==> src/lrt_pkg.sv <==
package lrt_pkg;
  // Register byte addresses.
  localparam logic [9:0] ADDR_SEC = 10'h200;
  localparam logic [9:0] ADDR_MIN = 10'h201;
  localparam logic [9:0] ADDR_HOUR = 10'h202;
  localparam logic [9:0] ADDR_DATE = 10'h203;
  localparam logic [9:0] ADDR_MONTH = 10'h204;
  localparam logic [9:0] ADDR_YEAR = 10'h205;
  localparam logic [9:0] ADDR_RATE_LO = 10'h206;
  localparam logic [9:0] ADDR_RATE_HI = 10'h207;
  localparam logic [9:0] ADDR_THR_LO = 10'h208;
  localparam logic [9:0] ADDR_THR_HI = 10'h209;
  localparam logic [9:0] ADDR_RES_LO = 10'h20c;
  localparam logic [9:0] ADDR_RES_HI = 10'h20d;
  localparam logic [9:0] ADDR_ALM_EN = 10'h210;
  localparam logic [9:0] ADDR_RTC_CTL = 10'h212;
  // Field positions.
  localparam int HOUR_12_BIT = 6;
  localparam int HOUR_PM_BIT = 5;
  localparam int CENTURY_BIT = 7;
  localparam int LOW_EN_BIT = 0;
  localparam int HIGH_EN_BIT = 1;
  localparam int OSC_EN_BIT = 0;
  localparam int FAST_UNIT_BIT = 1;
  // Writable masks of the clock and control bytes, then the valid result low bits; zero bits read back zero.
  localparam logic [7:0] MASK_SEC = 8'h7f;
  localparam logic [7:0] MASK_MIN = 8'h7f;
  localparam logic [7:0] MASK_HOUR = 8'h7f;
  localparam logic [7:0] MASK_DATE = 8'h3f;
  localparam logic [7:0] MASK_MONTH = 8'h9f;
  localparam logic [7:0] MASK_RATE_HI = 8'h3f;
  localparam logic [7:0] MASK_ALM_EN = 8'h03;
  localparam logic [7:0] MASK_RTC_CTL = 8'h03;
  localparam logic [7:0] MASK_RES_LO = 8'he0;
  // Values after reset.
  localparam logic [7:0] RST_DATE = 8'h01;
  localparam logic [7:0] RST_MONTH = 8'h01;
  localparam logic [7:0] RST_RATE_LO = 8'h01;
  localparam logic [7:0] RST_ZERO = 8'h00;
  // Timing: one second at the 40 MHz clock; seconds per minute.
  localparam int CLK_HZ = 40000000;
  localparam int SEC_NS = 1000000000;
  localparam int CLK_NS = 25;
  localparam int CYCLES_PER_SEC = SEC_NS / CLK_NS;
  localparam logic [5:0] SECS_PER_MIN = 6'd60;
endpackage

==> src/lrt_rtc.sv <==
`timescale 1ns/100ps
// Overview of operation
// Seconds to year held in six consecutive BCD register bytes.
// Host reads clock bytes in one pass starting at seconds.
// Fixed-zero clock bits always read zero whatever is written.
// Hours bit 6 set selects 12-hour, clear selects 24-hour counting.
// Hours bit 5 is PM in 12-hour mode, twenties digit in 24-hour.
// Month bit 7 century is writable and toggles on year 99 to 00.
// February 29 exists in every year divisible by four, including 00.
// Sample interval counts seconds if fast unit set, else minutes.
// Interval is 14-bit, 1 to 16383; top high-byte bits read zero.
// Host never programs a zero sample interval.
// Host sets the unit bit together with the sample interval.
// Interval bytes are read-only while a mission runs.
// Result high byte valid; 16-bit low byte top three bits only.
// Result codes unsigned, 0.5 or 0.0625 degree steps.
// Under-range gives all zero, over-range all ones in valid bits.
// Stored and latest readings share one byte encoding.
// Thresholds are one byte in half-degree steps, same offset.
// Alarm compare uses only the result high byte.
// Alarm raised only for alarming value with its enable set.
// In mission, low enable and result at or below low sets low flag.
// In mission, high enable and result at or above high sets flag.
// Alarm enable byte read-only in mission, bits 2 to 7 zero.
// Running oscillator advances seconds each second with full carries.
// Oscillator enable clear stops clock; no conversion while stopped.
module lrt_rtc #(
  parameter int CYCLES_PER_SEC = lrt_pkg::CYCLES_PER_SEC
) (
  // Clock and reset
  input wire logic i_mclk,
  input wire logic i_sys_rst,
  // Register access from the link layer
  input wire logic i_reg_wr,
  input wire logic i_reg_rd,
  input wire logic [9:0] i_reg_addr,
  input wire logic [7:0] i_reg_wdata,
  output logic [7:0] o_reg_rdata,
  output logic o_reg_hit,
  // Mission and conversion interface
  input wire logic i_mission_active,
  input wire logic i_log_width_select,
  input wire logic i_conv_done,
  input wire logic [10:0] i_conv_code,
  input wire logic i_conv_under,
  input wire logic i_conv_over,
  input wire logic i_flags_clear,
  // Outputs to the mission logic
  output logic o_sample_tick,
  output logic o_low_alarm_flag,
  output logic o_high_alarm_flag,
  output logic o_oscillator_enable
);

  // ****************************************************************
  // Register storage
  // ****************************************************************
  logic [7:0] sec, min, hour, date, month, year;
  logic [7:0] rate_lo, rate_hi, thr_lo, thr_hi;
  logic [7:0] result_low_byte, result_high_byte;
  logic [7:0] alm_en, rtc_ctl;
  logic [25:0] presc;
  logic sec_tick;
  logic [5:0] min_presc;
  logic unit_tick;
  logic [13:0] rate_cnt;
  logic low_alarm_enable, high_alarm_enable;
  logic fast_sample_unit, oscillator_enable;
  logic wr_clock;
  assign low_alarm_enable = alm_en[lrt_pkg::LOW_EN_BIT];
  assign high_alarm_enable = alm_en[lrt_pkg::HIGH_EN_BIT];
  assign fast_sample_unit = rtc_ctl[lrt_pkg::FAST_UNIT_BIT];
  assign oscillator_enable = rtc_ctl[lrt_pkg::OSC_EN_BIT];
  // Clock bytes are held off during a mission as the interval is.
  assign wr_clock = i_reg_wr && !i_mission_active;

  // ****************************************************************
  // BCD helpers
  // ****************************************************************
  function automatic logic [7:0] bcd_inc(input logic [7:0] v);
    logic [7:0] r;
    r = v;
    if (v[3:0] == 4'h9) begin
      r = {v[7:4] + 4'h1, 4'h0};
    end else begin
      r = {v[7:4], v[3:0] + 4'h1};
    end
    return r;
  endfunction
  // Last valid day of the month in BCD, February checked for leap year.
  function automatic logic [7:0] month_last(input logic [4:0] m,
                                            input logic [7:0] y);
    logic [7:0] r;
    logic leap;
    r = 8'h31;
    // Divisible by four in BCD: tens even with units 0,4,8, or odd 2,6.
    leap = y[4] ? (y[3:0] == 4'h2 || y[3:0] == 4'h6) :
                  (y[3:0] == 4'h0 || y[3:0] == 4'h4 || y[3:0] == 4'h8);
    case (m)
      5'h02: r = leap ? 8'h29 : 8'h28;
      5'h04, 5'h06, 5'h09, 5'h11: r = 8'h30;
      default: r = 8'h31;
    endcase
    return r;
  endfunction

  // ****************************************************************
  // Second prescaler and oscillator gating
  // ****************************************************************
  always_ff @(posedge i_mclk) begin
    if (i_sys_rst) begin
      presc <= '0;
      sec_tick <= 1'b0;
    end else if (!oscillator_enable) begin
      presc <= '0;
      sec_tick <= 1'b0;
    end else if (presc == 26'(CYCLES_PER_SEC - 1)) begin
      presc <= '0;
      sec_tick <= 1'b1;
    end else begin
      presc <= presc + 26'h1;
      sec_tick <= 1'b0;
    end
  end

  // ****************************************************************
  // Calendar
  // ****************************************************************
  logic sec_wrap, min_wrap, hour_wrap, date_wrap, month_wrap;
  logic [7:0] next_hour;
  logic h12;
  assign h12 = hour[lrt_pkg::HOUR_12_BIT];
  assign sec_wrap = sec_tick && sec == 8'h59;
  assign min_wrap = sec_wrap && min == 8'h59;
  assign hour_wrap = min_wrap && (h12 ?
      (hour[5:0] == 6'h31) : (hour[5:0] == 6'h23));
  assign date_wrap = hour_wrap && date == month_last(month[4:0], year);
  assign month_wrap = date_wrap && month[4:0] == 5'h12;
  // Hour step: 12-hour counts 12,1..11 with PM flipping at 11 to 12.
  always_comb begin
    next_hour = hour;
    if (h12) begin
      if (hour[4:0] == 5'h12) begin
        next_hour = {hour[7:5], 5'h01};
      end else if (hour[4:0] == 5'h11) begin
        next_hour = {hour[7:6], ~hour[5], 5'h12};
      end else begin
        next_hour = {hour[7:5], 5'(bcd_inc({3'b000, hour[4:0]}))};
      end
    end else begin
      // Bits 5 and 4 together form the tens digit of 24-hour time.
      if (hour[5:0] == 6'h23) begin
        next_hour = {hour[7:6], 6'h00};
      end else begin
        next_hour = {hour[7:6], 6'(bcd_inc({2'b00, hour[5:0]}))};
      end
    end
  end
  always_ff @(posedge i_mclk) begin
    if (i_sys_rst) begin
      sec <= lrt_pkg::RST_ZERO;
      min <= lrt_pkg::RST_ZERO;
      hour <= lrt_pkg::RST_ZERO;
      date <= lrt_pkg::RST_DATE;
      month <= lrt_pkg::RST_MONTH;
      year <= lrt_pkg::RST_ZERO;
    end else if (wr_clock && i_reg_addr == lrt_pkg::ADDR_SEC) begin
      sec <= i_reg_wdata & lrt_pkg::MASK_SEC;
    end else if (wr_clock && i_reg_addr == lrt_pkg::ADDR_MIN) begin
      min <= i_reg_wdata & lrt_pkg::MASK_MIN;
    end else if (wr_clock && i_reg_addr == lrt_pkg::ADDR_HOUR) begin
      hour <= i_reg_wdata & lrt_pkg::MASK_HOUR;
    end else if (wr_clock && i_reg_addr == lrt_pkg::ADDR_DATE) begin
      date <= i_reg_wdata & lrt_pkg::MASK_DATE;
    end else if (wr_clock && i_reg_addr == lrt_pkg::ADDR_MONTH) begin
      month <= i_reg_wdata & lrt_pkg::MASK_MONTH;
    end else if (wr_clock && i_reg_addr == lrt_pkg::ADDR_YEAR) begin
      year <= i_reg_wdata;
    end else if (sec_tick) begin
      sec <= sec_wrap ? 8'h00 : bcd_inc(sec);
      if (sec_wrap) begin
        min <= min_wrap ? 8'h00 : bcd_inc(min);
      end
      if (min_wrap) begin
        hour <= next_hour;
      end
      if (hour_wrap) begin
        date <= date_wrap ? 8'h01 : bcd_inc(date);
      end
      if (date_wrap) begin
        month[4:0] <= month_wrap ? 5'h01 : 5'(bcd_inc({3'b000, month[4:0]}));
      end
      if (month_wrap) begin
        year <= (year == 8'h99) ? 8'h00 : bcd_inc(year);
        if (year == 8'h99) begin
          month[lrt_pkg::CENTURY_BIT] <= ~month[lrt_pkg::CENTURY_BIT];
        end
      end
    end
  end

  // ****************************************************************
  // Sample interval and control bytes
  // ****************************************************************
  always_ff @(posedge i_mclk) begin
    if (i_sys_rst) begin
      rate_lo <= lrt_pkg::RST_RATE_LO;
      rate_hi <= lrt_pkg::RST_ZERO;
      alm_en <= lrt_pkg::RST_ZERO;
      rtc_ctl <= lrt_pkg::RST_ZERO;
      thr_lo <= lrt_pkg::RST_ZERO;
      thr_hi <= lrt_pkg::RST_ZERO;
    end else if (wr_clock) begin
      case (i_reg_addr)
        lrt_pkg::ADDR_RATE_LO: rate_lo <= i_reg_wdata;
        lrt_pkg::ADDR_RATE_HI: begin
          rate_hi <= i_reg_wdata & lrt_pkg::MASK_RATE_HI;
        end
        lrt_pkg::ADDR_THR_LO: thr_lo <= i_reg_wdata;
        lrt_pkg::ADDR_THR_HI: thr_hi <= i_reg_wdata;
        lrt_pkg::ADDR_ALM_EN: begin
          alm_en <= i_reg_wdata & lrt_pkg::MASK_ALM_EN;
        end
        lrt_pkg::ADDR_RTC_CTL: begin
          rtc_ctl <= i_reg_wdata & lrt_pkg::MASK_RTC_CTL;
        end
        default: ;
      endcase
    end
  end

  // ****************************************************************
  // Sample interval timer
  // ****************************************************************
  always_ff @(posedge i_mclk) begin
    if (i_sys_rst) begin
      min_presc <= '0;
      unit_tick <= 1'b0;
    end else if (sec_tick) begin
      if (fast_sample_unit) begin
        unit_tick <= 1'b1;
        min_presc <= '0;
      end else if (min_presc == lrt_pkg::SECS_PER_MIN - 6'd1) begin
        unit_tick <= 1'b1;
        min_presc <= '0;
      end else begin
        unit_tick <= 1'b0;
        min_presc <= min_presc + 6'd1;
      end
    end else begin
      unit_tick <= 1'b0;
    end
  end
  // Counts units down from the interval; a zero interval is the host's
  // fault and here simply yields a tick every unit.
  always_ff @(posedge i_mclk) begin
    if (i_sys_rst) begin
      rate_cnt <= 14'h0001;
      o_sample_tick <= 1'b0;
    end else if (!i_mission_active) begin
      rate_cnt <= {rate_hi[5:0], rate_lo};
      o_sample_tick <= 1'b0;
    end else if (unit_tick) begin
      if (rate_cnt <= 14'h0001) begin
        rate_cnt <= {rate_hi[5:0], rate_lo};
        o_sample_tick <= 1'b1;
      end else begin
        rate_cnt <= rate_cnt - 14'h0001;
        o_sample_tick <= 1'b0;
      end
    end else begin
      o_sample_tick <= 1'b0;
    end
  end

  // ****************************************************************
  // Latest conversion result
  // ****************************************************************
  always_ff @(posedge i_mclk) begin
    if (i_sys_rst) begin
      result_high_byte <= lrt_pkg::RST_ZERO;
      result_low_byte <= lrt_pkg::RST_ZERO;
    end else if (i_conv_done) begin
      if (i_conv_under) begin
        result_high_byte <= 8'h00;
        result_low_byte <= 8'h00;
      end else if (i_conv_over) begin
        result_high_byte <= 8'hff;
        result_low_byte <= lrt_pkg::MASK_RES_LO;
      end else begin
        result_high_byte <= i_conv_code[10:3];
        // In 8-bit mode the low byte is left as zeros.
        result_low_byte <= i_log_width_select ?
            {i_conv_code[2:0], 5'h00} : 8'h00;
      end
    end
  end

  // ****************************************************************
  // Temperature alarm flags
  // ****************************************************************
  logic [7:0] cmp_byte;
  logic low_hit, high_hit;
  always_comb begin
    cmp_byte = i_conv_code[10:3];
    if (i_conv_under) begin
      cmp_byte = 8'h00;
    end else if (i_conv_over) begin
      cmp_byte = 8'hff;
    end
  end
  assign low_hit = cmp_byte <= thr_lo;
  assign high_hit = cmp_byte >= thr_hi;
  // A new alarm in the clearing cycle wins over the clear.
  always_ff @(posedge i_mclk) begin
    if (i_sys_rst) begin
      o_low_alarm_flag <= 1'b0;
      o_high_alarm_flag <= 1'b0;
    end else begin
      if (i_conv_done && i_mission_active && low_alarm_enable && low_hit) begin
        o_low_alarm_flag <= 1'b1;
      end else if (i_flags_clear) begin
        o_low_alarm_flag <= 1'b0;
      end
      if (i_conv_done && i_mission_active && high_alarm_enable &&
          high_hit) begin
        o_high_alarm_flag <= 1'b1;
      end else if (i_flags_clear) begin
        o_high_alarm_flag <= 1'b0;
      end
    end
  end

  // ****************************************************************
  // Read port
  // ****************************************************************
  always_ff @(posedge i_mclk) begin
    if (i_sys_rst) begin
      o_reg_rdata <= 8'h00;
      o_reg_hit <= 1'b0;
      o_oscillator_enable <= 1'b0;
    end else begin
      o_oscillator_enable <= oscillator_enable;
      o_reg_hit <= i_reg_rd;
      if (i_reg_rd) begin
        case (i_reg_addr)
          lrt_pkg::ADDR_SEC: o_reg_rdata <= sec;
          lrt_pkg::ADDR_MIN: o_reg_rdata <= min;
          lrt_pkg::ADDR_HOUR: o_reg_rdata <= hour;
          lrt_pkg::ADDR_DATE: o_reg_rdata <= date;
          lrt_pkg::ADDR_MONTH: o_reg_rdata <= month;
          lrt_pkg::ADDR_YEAR: o_reg_rdata <= year;
          lrt_pkg::ADDR_RATE_LO: o_reg_rdata <= rate_lo;
          lrt_pkg::ADDR_RATE_HI: o_reg_rdata <= rate_hi;
          lrt_pkg::ADDR_THR_LO: o_reg_rdata <= thr_lo;
          lrt_pkg::ADDR_THR_HI: o_reg_rdata <= thr_hi;
          lrt_pkg::ADDR_RES_LO: o_reg_rdata <= result_low_byte;
          lrt_pkg::ADDR_RES_HI: o_reg_rdata <= result_high_byte;
          lrt_pkg::ADDR_ALM_EN: o_reg_rdata <= alm_en;
          lrt_pkg::ADDR_RTC_CTL: o_reg_rdata <= rtc_ctl;
          default: o_reg_rdata <= 8'h00;
        endcase
      end
    end
  end
endmodule

==> config.mk <==
export PLATFORM = sky130hd
export DESIGN_NAME = lrt_rtc
export DESIGN_NICKNAME = d
export VERILOG_FILES = /design/src/lrt_pkg.sv /design/src/lrt_rtc.sv
export SDC_FILE = /design/constraint.sdc
export NUM_CORES = 1
export LEC_CHECK = 0
export CELL_PAD_IN_SITES_DETAIL_PLACEMENT = 0
export CELL_PAD_IN_SITES_GLOBAL_PLACEMENT = 1
export CORE_MARGIN = 2
export CORE_UTILIZATION = 40
export DETAILED_ROUTE_END_ITERATION = 10
export DONT_BUFFER_PORTS = 1
export GPL_ROUTABILITY_DRIVEN = 1
export PLACE_DENSITY_LB_ADDON = 0.15
export SLEW_MARGIN = 20
export SYNTH_ARGS = -nofsm -noshare
export SYNTH_HDL_FRONTEND = slang
export SYNTH_SLANG_ARGS = --single-unit
==> constraint.sdc <==
create_clock -name i_mclk -period 8.4 [get_ports i_mclk]
set_input_delay 0.42 -clock i_mclk [delete_from_list [all_inputs] [get_ports i_mclk]]
set_output_delay 0.42 -clock i_mclk [all_outputs]
set_load 0.1 [all_outputs]
* Yosys cells after proc, flatten, opt, wreduce, memory -nomap -nowiden *
Index checks and enable logic that the tools add are counted.

operators by class
  $add $sub $neg = 16
  magnitude comparators = 3
  equal/unequal tests = 59
  muxes and demuxes = 75
  bitwise logic cells = 12
  reductions and logical operators = 72

operator list
  cell                   count
  $mux 8                 35
  $eq 10x10->1 const B   14
  $pmux 8 s14            1
  $mux 7                 7
  $reduce_and 7->1       7
  $mux 14                3
  $add 4x1->4 const B    10
  $reduce_and 8->1       5
  $mux 6                 6
  $mux 5                 7
  $reduce_bool 2->1      16
  $ne 2x2->1 const B     15
  $eq 4x4->1 const B     7
  $add 26x1->26 const B  1
  $eq 26x26->1 const B   1
  $eq 5x5->1 const B     4
  $eq 6x6->1 const B     3
  $logic_and 1x1->1      17
  $eq 8x7->1 const B     2
  $mux 1                 15
  $reduce_bool 3->1      5
  $le 14x1->1 const B    1
  $sub 14x1->14 const B  1
  $not 1->1              12
  29 further kinds       42

storage, ports and cells
  register bits after elaboration = 157
  logic and storage cells = 272

* Depth between registers and ports, before layout *
  depth after elaboration = 14
  depth in mapped cells = 11
  mapped depth without buffers = 10

* Least setup slack after synthesis *
Ideal clock, no wire load.

  kind = reg2reg
  from = register month[3]
  to = register year[3]
  setup time = 0.070 ns
  arrival time = 2.656 ns
  slack = 5.674 ns
  cell stages (with the launch flop) = 9
  buffers on the path = 2
  cell sequence = dfxtp_1 > buf_6 > or4b_4 > nor2_4 > mux2_2 > or4_1 > clkbuf_1 > o41a_1 > a21oi_1

between the ends
  longest elaborated chain between the ends = 8
  elaborated cells between the ends (all ways) = 13

RTL lines
  element                                   RTL line        RTL
  start, declared                           lrt_rtc.sv:58   logic [7:0] sec, min, hour, date, month, year;
  start signal, assigned                    lrt_rtc.sv:165  month <= lrt_pkg::RST_MONTH;
  start signal, assigned                    lrt_rtc.sv:176  month <= i_reg_wdata & lrt_pkg::MASK_MONTH;
  start signal, assigned                    lrt_rtc.sv:191  month[4:0] <= month_wrap ? 5'h01 : 5'(bcd_inc({3'b000, month[4:0]}));
  $eq 5x3->1, or another cell as far along  lrt_rtc.sv:99   case (m)
  $reduce_or 4->1                           lrt_rtc.sv:99
  $pmux 5 s2                                lrt_rtc.sv:99
  $eq 8x8->1                                lrt_rtc.sv:137  assign date_wrap = hour_wrap && date == month_last(month[4:0], year);
  $logic_and 1x1->1                         lrt_rtc.sv:137
  $logic_and 1x1->1 *                       lrt_rtc.sv:138  assign month_wrap = date_wrap && month[4:0] == 5'h12;
  $reduce_bool 2->1 (no line) *             --
  $reduce_and 7->1 (no line) *              --
  end signal, assigned                      lrt_rtc.sv:166  year <= lrt_pkg::RST_ZERO;
  end signal, assigned                      lrt_rtc.sv:178  year <= i_reg_wdata;
  end signal, assigned                      lrt_rtc.sv:194  year <= (year == 8'h99) ? 8'h00 : bcd_inc(year);
  end, declared                             lrt_rtc.sv:58

Mark *: on every way between the ends. The rest lies on a longest branch, timed or not.
A chain may end at the register's enable or synchronous reset.

* Worst setup path after layout *
  from = register month[0]
  to = register date[5]

between the ends
  longest elaborated chain between the ends = 11
  elaborated cells between the ends (all ways) = 17

RTL lines
  element                                   RTL line        RTL
  $eq 5x3->1, or another cell as far along  lrt_rtc.sv:99
  $reduce_or 4->1                           lrt_rtc.sv:99
  $pmux 5 s2 *                              lrt_rtc.sv:99
  $eq 8x8->1 *                              lrt_rtc.sv:137
  $logic_and 1x1->1 *                       lrt_rtc.sv:137
  $mux 8                                    lrt_rtc.sv:188  date <= date_wrap ? 8'h01 : bcd_inc(date);
  $mux 8                                    lrt_rtc.sv:187  if (hour_wrap) begin
  $mux 8                                    lrt_rtc.sv:179  end else if (sec_tick) begin
  $mux 8                                    lrt_rtc.sv:177  end else if (wr_clock && i_reg_addr == lrt_pkg::ADDR_YEAR) begin
  $mux 8                                    lrt_rtc.sv:175  end else if (wr_clock && i_reg_addr == lrt_pkg::ADDR_MONTH) begin
  $mux 8                                    lrt_rtc.sv:173  end else if (wr_clock && i_reg_addr == lrt_pkg::ADDR_DATE) begin
  end signal, assigned                      lrt_rtc.sv:164  date <= lrt_pkg::RST_DATE;
  end signal, assigned                      lrt_rtc.sv:174  date <= i_reg_wdata & lrt_pkg::MASK_DATE;
  end signal, assigned                      lrt_rtc.sv:188
  end, declared                             lrt_rtc.sv:58

Mark *: on every way between the ends. The rest lies on a longest branch, timed or not. The select of a mux whose other input is x is not followed.

==> parameters.txt <==
Parameter                              Value

Route
  Vias per std cell ... 5.84
  Initial drt markers ... 691
  Number of vias in the routed layout ... 8285
  Final routed wirelength across all metal layers ... 28500 um
  Number of detailed-route iterations in the first pass ... 5
  Post-DR wirelength/cell ... 20.1 um
  Number of routed nets with antenna violations ... 0
  Drc violations ... 0

Synthesis
  Total of warnings raised by yosys ... 0
  Multiplexer share of the synthesized area ... 8.01%
  Unique cell type count in the Yosys netlist ... 83
  Share of synthesized cell area in and, or, nand and nor gates ... 27.0%
  Combinational family with the most area after synthesis ... simple AND/OR/NAND/NOR gates
  Flop and latch count out of synthesis ... 151
  Xor-xnor portion of the synthesized cell area ... 2.86%
  Main synth FF type ... sky130_fd_sc_hd__dfxtp_1
  Synthesized-area fraction occupied by ao, oa, aoi and oai cells ... 19.4%
  EDFF count, synth ... 0
  Portion of the post-synthesis area used by sequential elements ... 32.9%
  Mean instance size in the synthesized netlist ... 7.85 um^2
  Cell area after synthesis ... 9180 um^2
  Post-Syn Nets ... 1244
  Adder and majority gate portion of the synthesized area ... 4.77%
  Synth async-reset ratio ... 0%
  Instance count of the mapped netlist ... 1170

Placement
  Final GP Congestion ... 0.876
  Total of buffers placed on input and output ports ... 0
  Half-perimeter wire length after placement ... 20100 um

Critical path
  Worst Path Class, Setup ... reg -> reg
  Data arrival time of the worst path ... 3.41 ns
  Kind of cell with the highest combined delay on the critical path ... simple AND/OR/NAND/NOR gates
  Kind of start point of the critical path ... flip-flop
  Most repeated library cell on the critical path ... sky130_fd_sc_hd__nor3_1
  Peak fanout along the critical path ... 13
  Type of destination of the critical path ... flip-flop
  Crit path max-delay cell type ... sky130_fd_sc_hd__or4b_4
  Delay of the slowest cell on the worst path ... 0.61 ns
  Chain of cells forming the critical path ... or4b_4, nor2_4, mux2_2, nor4_1, buf_4, nor3_1, a2111oi_0, nor3_1
  Number of buffer and inverter instances along the worst setup path ... 1
  Worst EP required ... 8.71 ns

Cells and area
  Commonest cells after routing, fill and taps aside ... sky130_fd_sc_hd__nor2_1, sky130_fd_sc_hd__dfxtp_1, sky130_fd_sc_hd__nand2_1
  Area growth from synthesis to layout ... 7.54%
  Number of nets at the end of the flow ... 1195
  Final antenna diode count ... 0
  Fraction of final layout cells with drive strength greater than 1 ... 6.26%
  Number of filler cells placed in the layout ... 2314
  Most common cell after layout, fill and taps aside ... sky130_fd_sc_hd__nor2_1

STA
  Number of endpoints failing setup at the final stage ... 0
  Worst relative slew slack ... 27.7%
  Clock tree skew after final layout ... 0.0104 ns
  Worst hold margin ... 0.0583 ns
  Transition time at the pin with the least slew margin ... 1.08 ns
  Setup repair after global routing missed its margin ... no
  Hold Fails Final Rpt ... 0
  Number of max-slew violations in the final report ... 0
  Final period util ... 36.9%
  Achievable Freq ... 322 MHz
  Time the worst path needs with I/O delays and setup ... 3.10 ns
  Total Neg Setup Slack ... 0 ns

Global route
  Most utilized layer in the global route result ... met2
  Met2 Track Usage GR ... 36.4%
  Number of global-route vias before repair ... 7594
  Grt ovf ... 0
  GRT Util Overall ... 24.0%
  First-pass GRT wire length ... 44800 um
  Pin count of the biggest net entering global routing ... 123
  Initial antenna violation count ... 0
  Met1 Resource Use GR ... 34.0%
  Met3 Use GR ... 5.38%

Die
  Die Area ... 24200 um^2
  Effective utilization at floorplan ... 40.7%
  Number of core rows ... 55
  Core ar. ... 22600 um^2
  Number of top-level pins ... 52
  Width of the die ... 155 um
  Die height ... 155 um

CTS
  Number of buffers between clock root and the deepest sink ... 2
  Cell at the root of the clock tree ... sky130_fd_sc_hd__clkbuf_16
  CTS tree ... done
  TritonCTS Sinks ... 151
  Count of H-tree levels built during CTS ... 4
  Number of hold-repair buffers added at the cts stage ... 0
  Clock transition time at the flip-flop clock pins of the worst setup and hold paths ... 0.07 ns
  Clock latency on the worst-skew pair ... 0.43 ns
  Number of setup buffers added after CTS ... 0
  Number of buffers created by CTS ... 17
  Post-CTS sizing ... 0

Pwr
  IR Drop Worst-Case VDD ... 0.000107 V
  LEAKAGE ... 3.38 nW
  Power per cell area ... 164 nW/um^2

Run status
  Outcome ... complete, no violations

Min path
  Worst min-delay path category ... in -> reg

Flow run
  Number of violations of the max-capacitance limit ... 0
-- per-layer routing --
layer  up-vias  wire, um
li1       4118         -
met1      3927     13600
met3        33      1660
met4         0       603
met5         -         0
met2       207     12700
-- kinds of logic after synthesis --
group                      Yosys count
AOI/OAI and AO/OA                  270
xor gates and xnor gates            30
adders and majority gates           35
buffers and inverters              117
DFF                                151
muxes                               69
and+or+nand+nor                    498
-- synthesized netlist by cell type (all sizes together), types with 7 or more instances --
| cell type | n | area, um^2 |
|---|---|---|
| clkbuf | 58 | 219 |
| a31oi | 7 | 43.8 |
| nand3 | 57 | 290 |
| nand3b | 8 | 60.1 |
| nand2b | 16 | 100 |
| xor2 | 18 | 158 |
| o31ai | 8 | 65.1 |
| a22oi | 16 | 120 |
| inv | 42 | 158 |
| a211oi | 22 | 170 |
| mux2i | 60 | 601 |
| ha | 35 | 438 |
| o21ai | 65 | 325 |
| or3 | 13 | 81.3 |
| dfxtp | 151 | 3020 |
| nand4b | 8 | 70.1 |
| nor2 | 171 | 649 |
| xnor2 | 12 | 105 |
| nor4 | 13 | 118 |
| nand4 | 11 | 68.8 |
| nor2b | 12 | 75.1 |
| a21oi | 80 | 400 |
| buf | 17 | 87.6 |
| nor3 | 43 | 225 |
| and3 | 7 | 43.8 |
| nand2 | 100 | 375 |
-- stage by stage --
stage	setup WS (ns)	instances	cell area [um^2]	total power, mW	utilization, %
after global routing	5.04	1419	9870	1.68	43.7
final	5.30	1419	9870	1.62	43.7
after detailed placement	5.03	1387	9290	0.857	41.1
after floorplan	5.67	1170	9180	0.856	-
after CTS	5.29	1419	9870	1.63	43.7
after global placement	5.07	1387	9290	0.857	41.1
-- where the power goes --
part	switching, mW	internal, mW	total, mW
clock	0.343	0.432	0.775
combinational	0.0579	0.0374	0.0952
sequential	0.0211	0.724	0.745
total	0.422	1.19	1.62
-- worst register-to-register path: stages, from the launching register on --
cell	delay (ns)
sky130_fd_sc_hd__dfxtp_1	0.45
sky130_fd_sc_hd__or4b_4	0.61
sky130_fd_sc_hd__nor2_4	0.12
sky130_fd_sc_hd__mux2_2	0.39
sky130_fd_sc_hd__nor4_1	0.55
sky130_fd_sc_hd__buf_4	0.27
sky130_fd_sc_hd__nor3_1	0.10
sky130_fd_sc_hd__a2111oi_0	0.42
sky130_fd_sc_hd__nor3_1	0.08
-- final timing paths --
check / startpoint / endpoint / slack (ns) / cells after the start
hold reg to reg: rate_cnt[3]$_SDFFE_PP0P_ / rate_cnt[3]$_SDFFE_PP0P_ / 0.45 / 2
hold / removal: i_sys_rst / result_low_byte[5]$_SDFFE_PP0P_ / 0.06 / 1
setup reg to reg: month[0]$_SDFFE_PP1P_ / date[5]$_SDFFE_PP0P_ / 5.30 / 8
setup / recovery: month[0]$_SDFFE_PP1P_ / date[5]$_SDFFE_PP0P_ / 5.30 / 8
-- sequential cells by signal (all words and copies together) (netlist names), 7 cells and up --
| register | cells |
|---|---|
| date | 8 |
| rate_lo | 8 |
| thr_lo | 8 |
| year | 8 |
| min | 8 |
| thr_hi | 8 |
| result_high_byte | 8 |
| rate_cnt | 14 |
| presc | 26 |
| sec | 8 |
| hour | 7 |
| o_reg_rdata | 8 |
-- cell type report --
| class | count | area, um^2 | share of cell area, % |
|---|---|---|---|
| timing repair buffer | 7 | 52.6 | 0.532 |
| inverter | 42 | 158 | 1.60 |
| clock inverter | 13 | 134 | 1.36 |
| multi-input combinational | 902 | 5700 | 57.7 |
| sequential | 151 | 3020 | 30.6 |
| tap | 285 | 357 | 3.61 |
| clock buffer | 19 | 453 | 4.59 |
(Power assumes the default switching activity.)
